### src/common/setpoint_pkg.sv
package setpoint_pkg;
	// Clock and pulse-time tick
	localparam int CLK_HZ = 40_000_000;
	localparam int TICK_MS = 10;
	localparam int TICK_CYCLES = CLK_HZ / 1000 * TICK_MS;
	localparam int TICK_W = 20;
	// Data widths
	localparam int CNT_W = 32;
	localparam int PT_W = 14;
	localparam int TO_W = 16;
	localparam int AW = 8;
	// Longest pulse time, 99.99 s in 10 ms steps
	localparam logic [PT_W-1:0] PT_MAX = 14'h270f;
	localparam logic [PT_W-1:0] PT_ONE = 14'h0001;
	// Register byte offsets
	localparam logic [AW-1:0] OFF_CTRL = 8'h00;
	localparam logic [AW-1:0] OFF_CMD = 8'h04;
	localparam logic [AW-1:0] OFF_FIRST_SET_POINT = 8'h08;
	localparam logic [AW-1:0] OFF_SECOND_SET_POINT = 8'h0c;
	localparam logic [AW-1:0] OFF_PT1 = 8'h10;
	localparam logic [AW-1:0] OFF_PT2 = 8'h14;
	localparam logic [AW-1:0] OFF_TOUT = 8'h18;
	localparam logic [AW-1:0] OFF_STAT = 8'h1c;
	localparam logic [AW-1:0] OFF_COUNT = 8'h20;
	localparam logic [AW-1:0] OFF_TOTAL = 8'h24;
	localparam logic [AW-1:0] OFF_BATCH = 8'h28;
	// Field positions
	localparam int CTRL_FN_LSB = 0;
	localparam int CTRL_MODE_LSB = 3;
	localparam int CTRL_DOWN_BIT = 5;
	localparam int CTRL_BAUTO_BIT = 6;
	localparam int CTRL_EN_BIT = 7;
	localparam int CMD_RST_BIT = 0;
	localparam int STAT_O1_BIT = 0;
	localparam int STAT_O2_BIT = 1;
	// Reset values
	localparam logic [CNT_W-1:0] CNT_RST = 32'h0000_0000;
	localparam logic [PT_W-1:0] PT_RST = 14'h0000;
	localparam logic [TO_W-1:0] TO_RST = 16'h0064;
	// Counting functions
	typedef enum logic [2:0] {
		FN_COUNTER = 3'b000,
		FN_TOTAL = 3'b001,
		FN_TIMER = 3'b010,
		FN_BATCH = 3'b011,
		FN_FREQ = 3'b100
	} func_t;
	// Output functions
	typedef enum logic [1:0] {
		OM_MANUAL = 2'b00,
		OM_AR3 = 2'b01,
		OM_AR4 = 2'b10,
		OM_AR5 = 2'b11
	} omode_t;
endpackage

### src/hw/setpoint_counter_output_ctrl.sv
`timescale 1ns/1ps
// Notes on behaviour
// RULE1 - Output one sets at first set point
// RULE2 - Zero time one: hold until reset/two
// RULE3 - Down terminal: output two, reload, continue
// RULE4 - Timed two end releases both outputs
// RULE5 - Zero time two disables automatic reset
// RULE6 - Fourth mode up: clear at pulse end
// RULE7 - Fourth mode down: reload at pulse end
// RULE8 - Total gains count on automatic reset
// RULE9 - Fifth counter up: one when count>=first_set_point
// RULE10 - Fifth counter: two while count>=second_set_point
// RULE11 - Fifth counter down: one when count<=first_set_point
// RULE12 - Fifth mode totals only on manual reset
// RULE13 - Fifth timer: zero time one ends at second_set_point
// RULE14 - Fifth timer up: clear, toggle output two
// RULE15 - Fifth timer down: reload, set output two
// RULE16 - Batch up: clear, output two, timed/latched
// RULE17 - Batch down: reload, output two
// RULE18 - Each output two bumps batch; match sets one
// RULE19 - Batch output one timed or latched
// RULE20 - Batch auto variant clears batch count
// RULE21 - Frequency timeout clears the count
// RULE22 - Pulse time 0..99.99 s, zero latches
// RULE23 - Pulse timers run from 10 ms tick
module setpoint_counter_output_ctrl #(
	parameter int TICK_CYCLES = setpoint_pkg::TICK_CYCLES // Cycles per 10 ms tick
) (
	input wire logic clk_sys_i, // 40 MHz clock
	input wire logic reset_i, // Sync reset, active high
	input wire logic psel_i, // APB select
	input wire logic penable_i, // APB enable
	input wire logic pwrite_i, // APB direction
	input wire logic [setpoint_pkg::AW-1:0] paddr_i, // APB byte address
	input wire logic [31:0] pwdata_i, // APB write data
	output logic [31:0] prdata_o, // APB read data
	output logic pready_o, // APB ready
	output logic pslverr_o, // APB error
	input wire logic first_channel_input_i, // Count pulse pin
	input wire logic manual_reset_i, // Manual reset pin
	output logic out1_o, // First output
	output logic out2_o // Second output
);
	typedef struct packed {
		setpoint_pkg::func_t fn;
		setpoint_pkg::omode_t mode;
		logic down;
		logic bauto;
		logic en;
		logic [setpoint_pkg::CNT_W-1:0] first_set_point;
		logic [setpoint_pkg::CNT_W-1:0] second_set_point;
		logic [setpoint_pkg::CNT_W-1:0] count;
		logic [setpoint_pkg::CNT_W-1:0] total;
		logic [setpoint_pkg::CNT_W-1:0] batch;
		logic [setpoint_pkg::PT_W-1:0] pt1;
		logic [setpoint_pkg::PT_W-1:0] pt2;
		logic [setpoint_pkg::TO_W-1:0] tout;
		logic [setpoint_pkg::TO_W-1:0] to_cnt;
		logic [setpoint_pkg::TICK_W-1:0] presc;
		logic tick;
		logic ch_m;
		logic ch_s;
		logic ch_p;
		logic mr_m;
		logic mr_s;
		logic mr_p;
		logic o1;
		logic o2;
		logic [31:0] rdata;
		logic slverr;
	} st_t;
	st_t r, n;

	localparam logic [setpoint_pkg::TICK_W-1:0] TICK_LAST = setpoint_pkg::TICK_W'(TICK_CYCLES - 1);
	localparam logic [setpoint_pkg::CNT_W-1:0] ONE = 32'h0000_0001;

	logic ch_edge, man, sw_rst, step, reach1, reach2, ar_ok, to_hit;
	logic act1, act2, exp1, exp2, is_ctr;
	logic [setpoint_pkg::CNT_W-1:0] nc, rl, bnext;
	logic [31:0] rmux;
	logic rerr;

	// Read decode; unmapped offsets answer with error and zero
	always_comb
	begin
		rmux = 32'h0000_0000;
		rerr = 1'b0;
		unique case (paddr_i)
			setpoint_pkg::OFF_CTRL:
			begin
				rmux[setpoint_pkg::CTRL_FN_LSB +: 3] = r.fn;
				rmux[setpoint_pkg::CTRL_MODE_LSB +: 2] = r.mode;
				rmux[setpoint_pkg::CTRL_DOWN_BIT] = r.down;
				rmux[setpoint_pkg::CTRL_BAUTO_BIT] = r.bauto;
				rmux[setpoint_pkg::CTRL_EN_BIT] = r.en;
			end
			setpoint_pkg::OFF_CMD: rmux = 32'h0000_0000;
			setpoint_pkg::OFF_FIRST_SET_POINT: rmux = r.first_set_point;
			setpoint_pkg::OFF_SECOND_SET_POINT: rmux = r.second_set_point;
			setpoint_pkg::OFF_PT1: rmux[setpoint_pkg::PT_W-1:0] = r.pt1;
			setpoint_pkg::OFF_PT2: rmux[setpoint_pkg::PT_W-1:0] = r.pt2;
			setpoint_pkg::OFF_TOUT: rmux[setpoint_pkg::TO_W-1:0] = r.tout;
			setpoint_pkg::OFF_STAT:
			begin
				rmux[setpoint_pkg::STAT_O1_BIT] = r.o1;
				rmux[setpoint_pkg::STAT_O2_BIT] = r.o2;
			end
			setpoint_pkg::OFF_COUNT: rmux = r.count;
			setpoint_pkg::OFF_TOTAL: rmux = r.total;
			setpoint_pkg::OFF_BATCH: rmux = r.batch;
			default: rerr = 1'b1;
		endcase
	end

	// Event decode from the current state
	always_comb
	begin
		ch_edge = r.ch_s & ~r.ch_p;
		sw_rst = psel_i & penable_i & pwrite_i & (paddr_i == setpoint_pkg::OFF_CMD)
			& pwdata_i[setpoint_pkg::CMD_RST_BIT];
		man = (r.mr_s & ~r.mr_p) | sw_rst;
		is_ctr = (r.fn == setpoint_pkg::FN_COUNTER) || (r.fn == setpoint_pkg::FN_TOTAL);
		step = r.en & ((r.fn == setpoint_pkg::FN_TIMER) ? r.tick : ch_edge);
		nc = r.down ? (r.count - ONE) : (r.count + ONE);
		rl = r.down ? r.second_set_point : setpoint_pkg::CNT_RST;
		reach1 = step && (nc == r.first_set_point);
		reach2 = step && (r.down ? (nc == setpoint_pkg::CNT_RST) : (nc == r.second_set_point));
		ar_ok = (r.pt2 != setpoint_pkg::PT_RST); // RULE5
		to_hit = (r.fn == setpoint_pkg::FN_FREQ) && r.tick && !ch_edge && (r.to_cnt >= r.tout);
		bnext = r.batch + ONE;
	end

	// Whole next state: bus writes, counting, outputs, manual reset last
	always_comb
	begin
		n = r;
		act1 = 1'b0;
		act2 = 1'b0;
		n.tick = 1'b0;
		if (r.presc == TICK_LAST)
		begin
			n.presc = '0;
			n.tick = 1'b1; // RULE23
		end
		else
			n.presc = r.presc + setpoint_pkg::TICK_W'(1);
		// Two flops before any use of the pins
		n.ch_m = first_channel_input_i;
		n.ch_s = r.ch_m;
		n.ch_p = r.ch_s;
		n.mr_m = manual_reset_i;
		n.mr_s = r.mr_m;
		n.mr_p = r.mr_s;
		// Read data and error are caught in setup so they come from flops
		if (psel_i && !penable_i)
		begin
			n.rdata = rmux;
			n.slverr = rerr;
		end
		if (psel_i && penable_i && pwrite_i)
		begin
			unique case (paddr_i)
				setpoint_pkg::OFF_CTRL:
				begin
					// Illegal function codes fall back to plain counting
					n.fn = (pwdata_i[setpoint_pkg::CTRL_FN_LSB +: 3] > setpoint_pkg::FN_FREQ) ?
						setpoint_pkg::FN_COUNTER :
						setpoint_pkg::func_t'(pwdata_i[setpoint_pkg::CTRL_FN_LSB +: 3]);
					n.mode = setpoint_pkg::omode_t'(pwdata_i[setpoint_pkg::CTRL_MODE_LSB +: 2]);
					n.down = pwdata_i[setpoint_pkg::CTRL_DOWN_BIT];
					n.bauto = pwdata_i[setpoint_pkg::CTRL_BAUTO_BIT];
					n.en = pwdata_i[setpoint_pkg::CTRL_EN_BIT];
				end
				setpoint_pkg::OFF_FIRST_SET_POINT: n.first_set_point = pwdata_i;
				setpoint_pkg::OFF_SECOND_SET_POINT: n.second_set_point = pwdata_i;
				setpoint_pkg::OFF_PT1: n.pt1 = (pwdata_i > 32'(setpoint_pkg::PT_MAX)) ?
					setpoint_pkg::PT_MAX : pwdata_i[setpoint_pkg::PT_W-1:0]; // RULE22
				setpoint_pkg::OFF_PT2: n.pt2 = (pwdata_i > 32'(setpoint_pkg::PT_MAX)) ?
					setpoint_pkg::PT_MAX : pwdata_i[setpoint_pkg::PT_W-1:0]; // RULE22
				setpoint_pkg::OFF_TOUT: n.tout = pwdata_i[setpoint_pkg::TO_W-1:0];
				default: n.first_set_point = r.first_set_point;
			endcase
		end
		if (step)
			n.count = nc;
		if (r.fn == setpoint_pkg::FN_FREQ)
		begin
			// Ticks since the last pulse, saturating
			if (ch_edge)
				n.to_cnt = '0;
			else if (r.tick && r.to_cnt != '1)
				n.to_cnt = r.to_cnt + setpoint_pkg::TO_W'(1);
			if (to_hit)
				n.count = setpoint_pkg::CNT_RST; // RULE21
		end
		else if (r.mode == setpoint_pkg::OM_AR5 && is_ctr)
		begin
			// Pure comparator outputs, pulse times unused; new set points count at once
			n.o1 = r.down ? ($signed(n.count) <= $signed(n.first_set_point)) // RULE11
				: ($signed(n.count) >= $signed(n.first_set_point)); // RULE9
			n.o2 = ($signed(n.count) >= $signed(n.second_set_point)); // RULE10
		end
		else if (r.mode == setpoint_pkg::OM_AR5 && r.fn == setpoint_pkg::FN_TIMER)
		begin
			// Expiry first so a fresh set in the same cycle wins
			if (exp1)
				n.o1 = 1'b0;
			if (reach1)
			begin
				n.o1 = 1'b1;
				act1 = 1'b1;
			end
			if (reach2)
			begin
				if (r.pt1 == setpoint_pkg::PT_RST)
					n.o1 = 1'b0; // RULE13
				if (r.down)
				begin
					n.count = r.second_set_point; // RULE15
					n.o2 = 1'b1; // RULE15
				end
				else
				begin
					n.count = setpoint_pkg::CNT_RST; // RULE14
					n.o2 = ~r.o2; // RULE14
				end
			end
		end
		else
		begin
			// Expiries first: a set in the same cycle reloads its timer and wins
			if (exp1)
				n.o1 = 1'b0; // RULE1
			// Batch keeps output one apart from output two
			if (exp2)
			begin
				n.o2 = 1'b0; // RULE4 RULE16
				if (r.fn != setpoint_pkg::FN_BATCH)
				begin
					n.o1 = 1'b0; // RULE2 RULE4
					if (r.mode == setpoint_pkg::OM_AR4)
					begin
						if (r.fn == setpoint_pkg::FN_TOTAL)
							n.total = r.total + n.count; // RULE8
						n.count = rl; // RULE6 RULE7
					end
				end
			end
			if (reach1 && r.fn != setpoint_pkg::FN_BATCH)
			begin
				n.o1 = 1'b1; // RULE1
				act1 = 1'b1; // RULE1
			end
			if (reach2)
			begin
				n.o2 = 1'b1;
				act2 = 1'b1;
				if (r.fn == setpoint_pkg::FN_BATCH)
				begin
					n.count = rl; // RULE16 RULE17
					n.batch = bnext; // RULE18
					if (bnext == r.first_set_point)
					begin
						n.o1 = 1'b1; // RULE18
						act1 = 1'b1; // RULE19
						if (r.bauto)
							n.batch = setpoint_pkg::CNT_RST; // RULE20
					end
				end
				else if (r.mode == setpoint_pkg::OM_AR3 && ar_ok)
				begin
					if (r.fn == setpoint_pkg::FN_TOTAL)
						n.total = r.total + nc; // RULE8
					n.count = rl; // RULE3
				end
			end
		end
		// Manual reset wins over every other count change
		if (man)
		begin
			if (r.fn == setpoint_pkg::FN_TOTAL)
				n.total = r.total + r.count; // RULE12
			n.count = rl;
			n.o1 = 1'b0; // RULE2 RULE19
			n.o2 = 1'b0; // RULE16
			n.batch = setpoint_pkg::CNT_RST;
			n.to_cnt = '0;
		end
	end

	always_ff @(posedge clk_sys_i)
	begin
		if (reset_i)
		begin
			r <= '0;
			r.tout <= setpoint_pkg::TO_RST;
		end
		else
			r <= n;
	end

	// Output one pulse timer
	pulse_timer u_timer1 (
		.clk_sys_i(clk_sys_i),
		.reset_i(reset_i),
		.tick_i(r.tick),
		.load_i(act1),
		.clear_i(man),
		.time_i(r.pt1),
		.expire_o(exp1)
	);

	// Output two pulse timer
	pulse_timer u_timer2 (
		.clk_sys_i(clk_sys_i),
		.reset_i(reset_i),
		.tick_i(r.tick),
		.load_i(act2),
		.clear_i(man),
		.time_i(r.pt2),
		.expire_o(exp2)
	);

	assign prdata_o = r.rdata;
	assign pslverr_o = r.slverr;
	assign pready_o = psel_i & penable_i;
	assign out1_o = r.o1;
	assign out2_o = r.o2;

	property p_first_set_point;
		@(posedge clk_sys_i) disable iff (reset_i)
		(reach1 && !man && r.mode != setpoint_pkg::OM_AR5 && is_ctr) |=> out1_o;
	endproperty
	a_first_set_point: assert property (p_first_set_point) else $error("output one missed set point"); // RULE1

	property p_latch1;
		@(posedge clk_sys_i) disable iff (reset_i)
		(out1_o && r.pt1 == setpoint_pkg::PT_RST && !man && r.mode != setpoint_pkg::OM_AR5
			&& !(exp2 && r.fn != setpoint_pkg::FN_BATCH)) |=> out1_o;
	endproperty
	a_latch1: assert property (p_latch1) else $error("latched output one dropped"); // RULE2

	property p_ar3_down;
		@(posedge clk_sys_i) disable iff (reset_i)
		(reach2 && !man && r.down && ar_ok && r.mode == setpoint_pkg::OM_AR3 && is_ctr)
			|=> (r.count == $past(r.second_set_point) && out2_o);
	endproperty
	a_ar3_down: assert property (p_ar3_down) else $error("terminal reload missed"); // RULE3

	property p_end2;
		@(posedge clk_sys_i) disable iff (reset_i)
		(exp2 && !reach1 && !reach2 && r.mode != setpoint_pkg::OM_AR5 && is_ctr)
			|=> (!out1_o && !out2_o);
	endproperty
	a_end2: assert property (p_end2) else $error("outputs not released together"); // RULE4

	property p_ar4_up;
		@(posedge clk_sys_i) disable iff (reset_i)
		(exp2 && !man && !r.down && r.mode == setpoint_pkg::OM_AR4 && is_ctr)
			|=> (r.count == setpoint_pkg::CNT_RST);
	endproperty
	a_ar4_up: assert property (p_ar4_up) else $error("count not cleared at pulse end"); // RULE6

	property p_cmp2;
		@(posedge clk_sys_i) disable iff (reset_i)
		(r.mode == setpoint_pkg::OM_AR5 && is_ctr && !man) ##1
			(r.mode == setpoint_pkg::OM_AR5 && is_ctr)
			|-> (out2_o == ($signed(r.count) >= $signed(r.second_set_point)));
	endproperty
	a_cmp2: assert property (p_cmp2) else $error("comparator output two wrong"); // RULE10

	property p_batch;
		@(posedge clk_sys_i) disable iff (reset_i)
		(reach2 && !man && r.fn == setpoint_pkg::FN_BATCH && r.mode != setpoint_pkg::OM_AR5
			&& !r.bauto) |=> (r.batch == $past(r.batch) + ONE && out2_o);
	endproperty
	a_batch: assert property (p_batch) else $error("batch count not bumped"); // RULE18

	property p_timeout;
		@(posedge clk_sys_i) disable iff (reset_i)
		to_hit |=> (r.count == setpoint_pkg::CNT_RST);
	endproperty
	a_timeout: assert property (p_timeout) else $error("timeout did not clear count"); // RULE21
endmodule // setpoint_counter_output_ctrl

### src/hw/pulse_timer.sv
`timescale 1ns/1ps
module pulse_timer (
	input wire logic clk_sys_i, // System clock
	input wire logic reset_i, // Sync reset
	input wire logic tick_i, // 10 ms tick
	input wire logic load_i, // Output asserted
	input wire logic clear_i, // Manual reset
	input wire logic [setpoint_pkg::PT_W-1:0] time_i, // Pulse time, 10 ms units
	output logic expire_o // One-cycle expiry pulse
);
	typedef struct packed {
		logic [setpoint_pkg::PT_W-1:0] cnt;
		logic expire;
	} tmr_t;
	tmr_t r, n;

	// Zero time loads zero, which never expires, so the output stays latched
	always_comb
	begin
		n = r;
		n.expire = 1'b0;
		if (clear_i)
			n.cnt = setpoint_pkg::PT_RST;
		else if (load_i)
			n.cnt = time_i; // RULE23
		else if (tick_i && r.cnt != setpoint_pkg::PT_RST)
		begin
			n.cnt = r.cnt - setpoint_pkg::PT_ONE; // RULE23
			n.expire = (r.cnt == setpoint_pkg::PT_ONE); // RULE22
		end
	end

	always_ff @(posedge clk_sys_i)
	begin
		if (reset_i)
			r <= '0;
		else
			r <= n;
	end

	assign expire_o = r.expire;

	property p_load;
		@(posedge clk_sys_i) disable iff (reset_i)
		(load_i && !clear_i && time_i != setpoint_pkg::PT_RST) |=> (r.cnt == $past(time_i));
	endproperty
	a_load: assert property (p_load) else $error("pulse time not loaded"); // RULE23

	property p_expire;
		@(posedge clk_sys_i) disable iff (reset_i)
		expire_o |-> ($past(r.cnt) == setpoint_pkg::PT_ONE && $past(tick_i));
	endproperty
	a_expire: assert property (p_expire) else $error("expiry without last tick"); // RULE22
endmodule // pulse_timer

### config.mk
export PLATFORM = sky130hd
export DESIGN_NAME = setpoint_counter_output_ctrl
export DESIGN_NICKNAME = d
export VERILOG_FILES = /design/src/common/setpoint_pkg.sv /design/src/hw/setpoint_counter_output_ctrl.sv /design/src/hw/pulse_timer.sv
export SDC_FILE = /design/constraint.sdc
export NUM_CORES = 1
export LEC_CHECK = 0
export BUFFER_PORTS_ARGS = -buffer_cell sky130_fd_sc_hd__buf_2
export CAP_MARGIN = 20
export CORE_ASPECT_RATIO = 1.2
export CORE_MARGIN = 2
export CORE_UTILIZATION = 45
export DETAILED_ROUTE_END_ITERATION = 10
export PLACE_DENSITY = 0.68
export SLEW_MARGIN = 0
export SYNTH_ARGS = -nofsm -noshare
export SYNTH_HDL_FRONTEND = slang
export SYNTH_SLANG_ARGS = --single-unit
### constraint.sdc
create_clock -name clk_sys_i -period 6.3 [get_ports clk_sys_i]
set_input_delay 0.945 -clock clk_sys_i [delete_from_list [all_inputs] [get_ports clk_sys_i]]
set_output_delay 0.945 -clock clk_sys_i [all_outputs]
set_load 0.01 [all_outputs]
==> results of run 1 <==
-- worst reg2reg max path: cells and delay by family, from the launching register on --
family / cells / cell delay, ns
AOI/OAI and AO/OA: 9 / 2.19
and+or+nand+nor: 5 / 0.95
adders and majority gates: 2 / 0.90
xor gates and xnor gates: 2 / 0.60
buffers and inverters: 2 / 0.46
DFF: 1 / 0.43
muxes: 1 / 0.43
-- per-stage QoR --
| step | worst slack, ns | hold WS (ns) | instances | instance area [um2] | power, uW |
|---|---|---|---|---|---|
| 6_report | 0.2571 | 0.4397 | 4425 | 30320 | 4746 |
| 5_1_grt | 0.02216 | 0.4654 | 4425 | 30320 | 4846 |
| 4_1_cts | 0.3013 | 0.4466 | 4423 | 30270 | 4736 |
| 3_5_place_dp | 0.3430 | 0.4286 | 4355 | 29050 | 2502 |
| 3_3_place_gp | 0.3515 | 0.4191 | 4355 | 29050 | 2501 |
| 2_1_floorplan | 0.1517 | 0.4138 | 3532 | 27240 | 2346 |
-- cells by family (layout without fill, tap and decap cells) --
family | Yosys count | after routing | synth area share [%]
xor+xnor | 265 | 265 | 8.857
simple gates | 1250 | 1250 | 22.39
buf+inv | 325 | 418 | 5.122
fa+ha+maj | 220 | 220 | 10.22
mux | 107 | 107 | 4.061
compound gates | 1045 | 1045 | 25.83
flops | 320 | 320 | 23.52
-- how the worst max path moves through the flow --
stage | start | to | slack, ns | cells past startpoint
2_1_floorplan | r[284]$_SDFFE_PP0P_ | r[185]$_SDFF_PP0_ | 0.15 | 22
3_3_place_gp | r[284]$_SDFFE_PP0P_ | out1_o$_SDFFE_PP0N_ | 0.35 | 22
3_5_place_dp | r[284]$_SDFFE_PP0P_ | r[185]$_SDFF_PP0_ | 0.34 | 20
4_1_cts | r[284]$_SDFFE_PP0P_ | r[185]$_SDFF_PP0_ | 0.30 | 20
5_1_grt | r[284]$_SDFFE_PP0P_ | r[184]$_SDFF_PP0_ | 0.02 | 22
6_report | r[284]$_SDFFE_PP0P_ | out1_o$_SDFFE_PP0N_ | 0.26 | 21
-- where the power goes --
group          internal [uW]  switching (uW)
Clock                   1260            1010
Sequential              2040            20.5
Combinational            144             265
Total                   3450            1290
-- per-layer routing --
| layer | vias to the layer above | wire [um] | track usage [%] |
|---|---|---|---|
| met1 | 13703 | 45450 | 45.53 |
| met2 | 1620 | 48370 | 54.80 |
| met5 | - | 13 | 0 |
| met3 | 361 | 12860 | 8.104 |
| li1 | 13199 | - | - |
| met4 | 2 | 7892 | 21.24 |
-- layout make-up --
| cell class | instances | area, um2 |
|---|---|---|
| fillers | 5831 | 29400 |
| multi-input cells | 2887 | 19510 |
| flip-flops and latches | 320 | 6410 |
| repair buffers | 258 | 1833 |
| clock buffers | 52 | 1045 |
| well taps | 800 | 1001 |
| inverters | 92 | 345.3 |
| clock inverters | 16 | 176.4 |
-- layout by cell type (no fill, tap or decap), types with 24 or more instances in the layout --
master	synthesis	final
nand3b_1	31	31
a21oi_1	262	262
xor2_1	108	108
and3_1	39	39
dfxtp_1	320	319
nor2b_1	45	44
nor2_1	367	361
o21ai_0	185	184
buf_4	34	167
buf_2	15	81
a211oi_1	103	103
inv_1	92	92
a21o_1	84	84
nor3_1	93	93
o21a_1	25	25
a31oi_1	39	39
nand4_1	52	52
xnor2_1	150	149
nand2b_1	33	32
mux2_2	27	27
o211ai_1	32	32
a222oi_1	24	24
o22ai_1	25	25
nor4_1	40	38
mux2i_1	79	79
ha_1	216	215
nand3_1	124	123
clkbuf_16	0	39
a221oi_1	57	57
nand2_1	296	294
-- registers in the layout, summed over array words and instances, names as in the netlist --
signal	flops
u_timer1.expire_o	1
out1_o	1
pslverr_o	1
out2_o	1
r	251
u_timer1.r	14
prdata_o	32
u_timer2.r	14
u_timer2.expire_o	1
n	4
==> metrics.md, run 1 <==
| Metric | Value |
|---|---|
| Initial DRT Pass Iterations | 8 |
| Register area share after synthesis | 23.52% |
| Buf/Inv on CP | 2 |
| TritonCTS buffer count | 39 |
| Number of library cell types mapped by synthesis | 105 |
| Pleak | 0.01284 uW |
| Syn nets | 3,799 |
| Top post-synthesis cells by count | nor2_1, dfxtp_1, nand2_1 |
| Setup Skew | 0.02163 ns |
| Most common cell in the netlist | nor2_1 |
| Number of max-cap violations | 0 |
| Number of hold buffers added after cts | 0 |
| Least-Margin Pin Slew | 1.215 ns |
| Post-synth top flop | dfxtp_1 |
| Number of synthesis warnings | 0 |
| Syn_area_per_cell | 7.712 um2 |
| Clock Sinks | 320 |
| CP Class | reg2reg |
| Worst path slowest cell | o41ai_2 |
| Reg-to-reg endpoint | out1_o$_SDFFE_PP0N_ |
| P&R area growth vs syn | 11.31% |
| Die X | 228.6 um |
| Post-Synthesis Cells | 3,532 |
| Final Wtd Congestion | 1.055 |
| Final Hold Viols | 0 |
| Synth top area share | 23.52% |
| Slew margin rel. | 18.73% |
| WL/cell | 25.89 um |
| Outcome | finished clean |
| First-pass GRT wire length | 170,300 um |
| Clock transition at path regs | 0.06 ns |
| Row cnt | 98 |
| Shortest period the worst path allows | 6.043 ns |
| CP top delay family | compound AO/OA/AOI/OAI gates |
| Final-report max-slew violation count | 0 |
| CTS tree | yes |
| Starting DRC count in detailed routing | 3,484 |
| Post-route DRC | 0 |
| CTS resizes | 0 |
| Critical Path End Type | flip-flop |
| Worst EP required | 6.80 ns |
| Ranking of synthesized cells by area | dfxtp_1, ha_1, nor2_1, xnor2_1, a21oi_1 |
| Gr usage total | 35.62% |
| Die height | 273.5 um |
| Largest net degree at the start of global routing | 91 |
| H-tree levels | 2 |
| Layout cell share with drive strength beyond 1 | 11.09% |
| Clock insertion delay at the later pin of the skew report | 0.60 ns |
| N_diodes | 0 |
| Root Buffer Master | clkbuf_16 |
| Setup TNS | 0 ns |
| Final period util | 95.92% |
| Hold Path End | n[38]$_SDFF_PP0_ |
| Post-synth EDFFs | 0 |
| Via Count | 28,885 |
| # port buffers | 82 |
| Hpwl dp | 89,580 um |
| Boundary Pins | 83 |
| Synth area leader | dfxtp_1 |
| Worst Reg2Reg Path Length in Cells | 21 |
| Ys async rst share | 0% |
| Die Area | 62,520 um2 |
| Max clock buf depth | 3 |
| Cell Chain, Critical Path | buf_4 > ha_1 > nand4_4 > or3_1 > or2_1 > o41ai_2 > o21ai_2 > xor2_1 > nor2_1 > a21oi_1 > inv_1 > ha_1 > a21o_1 > a21o_1 > a21oi_1 > nor2_1 > a211oi_1 > mux2i_1 > xnor2_1 > o221ai_1 > a211oi_1 |
| Worst vdd ir | 189.0 uV |
| Total gr overflow | 0 |
| Power Density | 156.5 nW/um2 |
| RSZ-0062 raised after global routing | no |
| Crit path max fanout | 17 |
| Initial Utilization | 45.61% |
| Min-Delay Startpoint | n[39]$_SDFF_PP0_ |
| Synth Cell Area | 27,240 um2 |
| Vias in the first global route | 27,137 |
| Fin nets | 3,865 |
| Final core area utilization | 50.77% |
| WL final | 114,600 um |
| Hold Crit Depth | 1 |
| Worst r2r src | r[284]$_SDFFE_PP0P_ |
| Critical Path Start Type | flip-flop |
| F_max | 165.5 MHz |
| Final setup viols | 0 |
| Crit path largest cell delay | 0.59 ns |
| Hold/Removal Path Class | reg2reg |
| Post-CTS setup buffers | 0 |
| Number of synthesized register bits | 320 |
| FF-to-FF setup slack | 0.26 ns |
| Initial antenna violation count | 2 |
| Final ANT Viol Nets | 0 |
| Placeable Area | 59,710 um2 |
| Via density | 6.528 |
| Arrival @ worst endpoint | 6.55 ns |
(Power assumes the default switching activity.)
==> run 2, diff against run 1 <==
--- a/config.mk
+++ b/config.mk
@@ -12,6 +12,7 @@
 export CORE_UTILIZATION = 45
 export DETAILED_ROUTE_END_ITERATION = 10
 export PLACE_DENSITY = 0.68
+export RECOVER_POWER = 25
 export SLEW_MARGIN = 0
 export SYNTH_ARGS = -nofsm -noshare
 export SYNTH_HDL_FRONTEND = slang
==> metrics.md, run 2 (same netlist as run 1, synthesis figures left out) <==
| Metric | Value |
|---|---|
| Max clock buf depth | 3 (unchanged) |
| Filler Cell Count | 5,857 (+0.45%) |
| Clock Sinks | 320 (unchanged) |
| Arrival @ worst endpoint | 6.49 ns (-0.06 ns) |
| Gr usage total | 35.62% (unchanged) |
| Boundary Pins | 83 (unchanged) |
| Worst vdd ir | 188.7 uV (-0.17%) |
| N_diodes | 0 (unchanged) |
| Most flops, register | r |
| Initial Utilization | 45.61% (unchanged) |
| First-pass GRT wire length | 170,300 um (unchanged) |
| Final Wtd Congestion | 1.055 (unchanged) |
| Row cnt | 98 (unchanged) |
| Worst r2r src | r[284]$_SDFFE_PP0P_ |
| Least-Margin Pin Slew | 2.683 ns (+1.469 ns) |
| Worst path slowest cell | o41ai_2 |
| Outcome | complete, but fails checks |
| Most common cell on crit path | a21oi_1 |
| WL/cell | 25.90 um (about the same) |
| Via Count | 28,825 (-0.21%) |
| CTS resizes | 0 (unchanged) |
| Reg-to-reg endpoint | out2_o$_SDFFE_PP0P_ |
| Worst EP required | 6.82 ns (+0.02 ns) |
| Number of hold buffers added after cts | 0 (unchanged) |
| TritonCTS buffer count | 39 (unchanged) |
| Number of max-cap violations | 2 (+2) |
| Pleak | 0.01270 uW (-1.1%) |
| Fin nets | 3,865 (unchanged) |
| Failing checks | max-capacitance violations, max-slew violations |
| H-tree levels | 2 (unchanged) |
| Hold/Removal Path Class | reg2reg |
| Post-CTS setup buffers | 0 (unchanged) |
| Hpwl dp | 89,580 um (unchanged) |
| CTS tree | yes |
| F_max | 167.5 MHz (+1.2%) |
| WL final | 114,600 um (about the same) |
| Critical Path Start Type | flip-flop |
| Setup TNS | 0 ns (unchanged) |
| Final setup viols | 0 (unchanged) |
| Placeable Area | 59,710 um2 (unchanged) |
| Final ANT Viol Nets | 0 (unchanged) |
| Critical path endpoint | out2_o$_SDFFE_PP0P_ |
| Final core area utilization | 50.68% (-0.088 points) |
| P&R area growth vs syn | 11.12% |
| Clock transition at path regs | 0.06 ns (about the same) |
| Die height | 273.5 um (unchanged) |
| Total gr overflow | 0 (unchanged) |
| Starting DRC count in detailed routing | 3,495 (+0.32%) |
| Worst Reg2Reg Path Length in Cells | 24 (+14%) |
| Hold Crit Depth | 1 (unchanged) |
| Worst hold slack | 0.4397 ns (-0.00002300 ns) |
| CP startpoint | r[284]$_SDFFE_PP0P_ |
| Final Hold Viols | 0 (unchanged) |
| Setup Skew | 0.02018 ns (-0.001456 ns) |
| Post-route DRC | 0 (unchanged) |
| Crit path largest cell delay | 0.58 ns (about the same) |
| FF-to-FF setup slack | 0.33 ns (+0.07 ns) |
| Cell Chain, Critical Path | buf_4 > ha_1 > nand4_4 > or3_1 > or2_1 > o41ai_2 > o21ai_2 > xor2_1 > nor2_1 > a21oi_1 > inv_1 > ha_1 > a21o_1 > a21o_1 > a21oi_1 > nor2b_1 > o21ai_0 > nand2b_1 > a31oi_1 > o31a_1 > a21oi_1 > o32ai_1 > mux2i_1 > nor2_1 |
| Most frequent cells in the layout | nor2_1, dfxtp_1, nand2_1 |
| # port buffers | 82 (unchanged) |
| Slew margin rel. | -78.88% (-98 points) |
| Die X | 228.6 um (unchanged) |
| Final period util | 94.76% (-1.2 points) |
| Crit path max fanout | 17 (unchanged) |
| CP Class | reg2reg |
| Via density | 6.514 (-0.21%) |
| RSZ-0062 raised after global routing | no |
| Final-report max-slew violation count | 142 (+142) |
| Most common cell after layout, fill and taps aside | nor2_1 |
| Root Buffer Master | clkbuf_16 |
| Clock insertion delay at the later pin of the skew report | 0.60 ns (about the same) |
| Critical Path End Type | flip-flop |
| Vias in the first global route | 27,137 (unchanged) |
| Initial antenna violation count | 2 (unchanged) |
| Largest net degree at the start of global routing | 91 (unchanged) |
| Max FFs per register | 251 (unchanged) |
| Layout cell share with drive strength beyond 1 | 10.10% (-0.99 points) |
| Shortest period the worst path allows | 5.970 ns (-0.07305 ns) |
| Initial DRT Pass Iterations | 7 (-1) |
| Die Area | 62,520 um2 (unchanged) |
| Power Density | 156.7 nW/um2 (about the same) |
[run 2: changes by cell type in the layout (fill, tap and decap cells not counted)]
| cell | delta |
|---|---|
| clkbuf_2 | +1 |
| buf_6 | -1 |
| buf_4 | -1 |
| buf_2 | -34 |
| or2_0 | +1 |
| or2_2 | -1 |
| clkbuf_1 | +35 |
[run 2: critical path, delay by kind of cell (launching register included)]
kind                     cells  cell delay, ns
XOR/XNOR                     1            0.43
multiplexers                 1            0.12
AND/OR/NAND/NOR              7            1.13
buffers and inverters        2            0.44
flip-flops                   1            0.43
adder cells (fa/ha/maj)      2            0.89
AO/OA/AOI/OAI               11            2.42
[run 2: layout make-up]
type | count | area, um2 | area share (%)
clock buffers | 52 | 1045 | 3.452
multi-input cells | 2887 | 19510 | 64.46
repair buffers | 258 | 1780 | 5.883
flip-flops and latches | 320 | 6410 | 21.18
well taps | 800 | 1001 | 3.307
clock inverters | 16 | 176.4 | 0.5829
inverters | 92 | 345.3 | 1.141
[run 2: routing by layer]
metal / track usage [%] / wire length [um] / up-vias
met3: 8.104 / 12710 / 348
met1: 45.53 / 45550 / 13674
met5: 0 / 13 / -
met4: 21.24 / 7850 / 2
li1: - / - / 13206
met2: 54.80 / 48480 / 1595
[run 2: power breakdown]
part	total, uW	switching [uW]	internal (uW)
clock network	2270	1010	1260
logic	406	265	141
registers	2060	21.2	2040
total	4740	1290	3450
[run 2: metrics by stage]
step | std cells | power, uW | cell area, um2 | setup WS [ns]
global placement | 4355 | 2501 | 29050 | 0.3515
floorplan | 3532 | 2346 | 27240 | 0.1517
global route | 4425 | 4843 | 30270 | 0.02206
finish | 4425 | 4742 | 30270 | 0.3302
detailed placement | 4355 | 2502 | 29050 | 0.3430
CTS | 4423 | 4736 | 30270 | 0.3013
[run 2: worst min-delay path by stage]
stage	start	to
floorplan	n[36]$_SDFF_PP0_	n[35]$_SDFF_PP0_
global placement	n[39]$_SDFF_PP0_	n[38]$_SDFF_PP0_
detailed placement	n[36]$_SDFF_PP0_	n[35]$_SDFF_PP0_
CTS	n[39]$_SDFF_PP0_	n[38]$_SDFF_PP0_
global route	n[39]$_SDFF_PP0_	n[38]$_SDFF_PP0_
finish	n[39]$_SDFF_PP0_	n[38]$_SDFF_PP0_
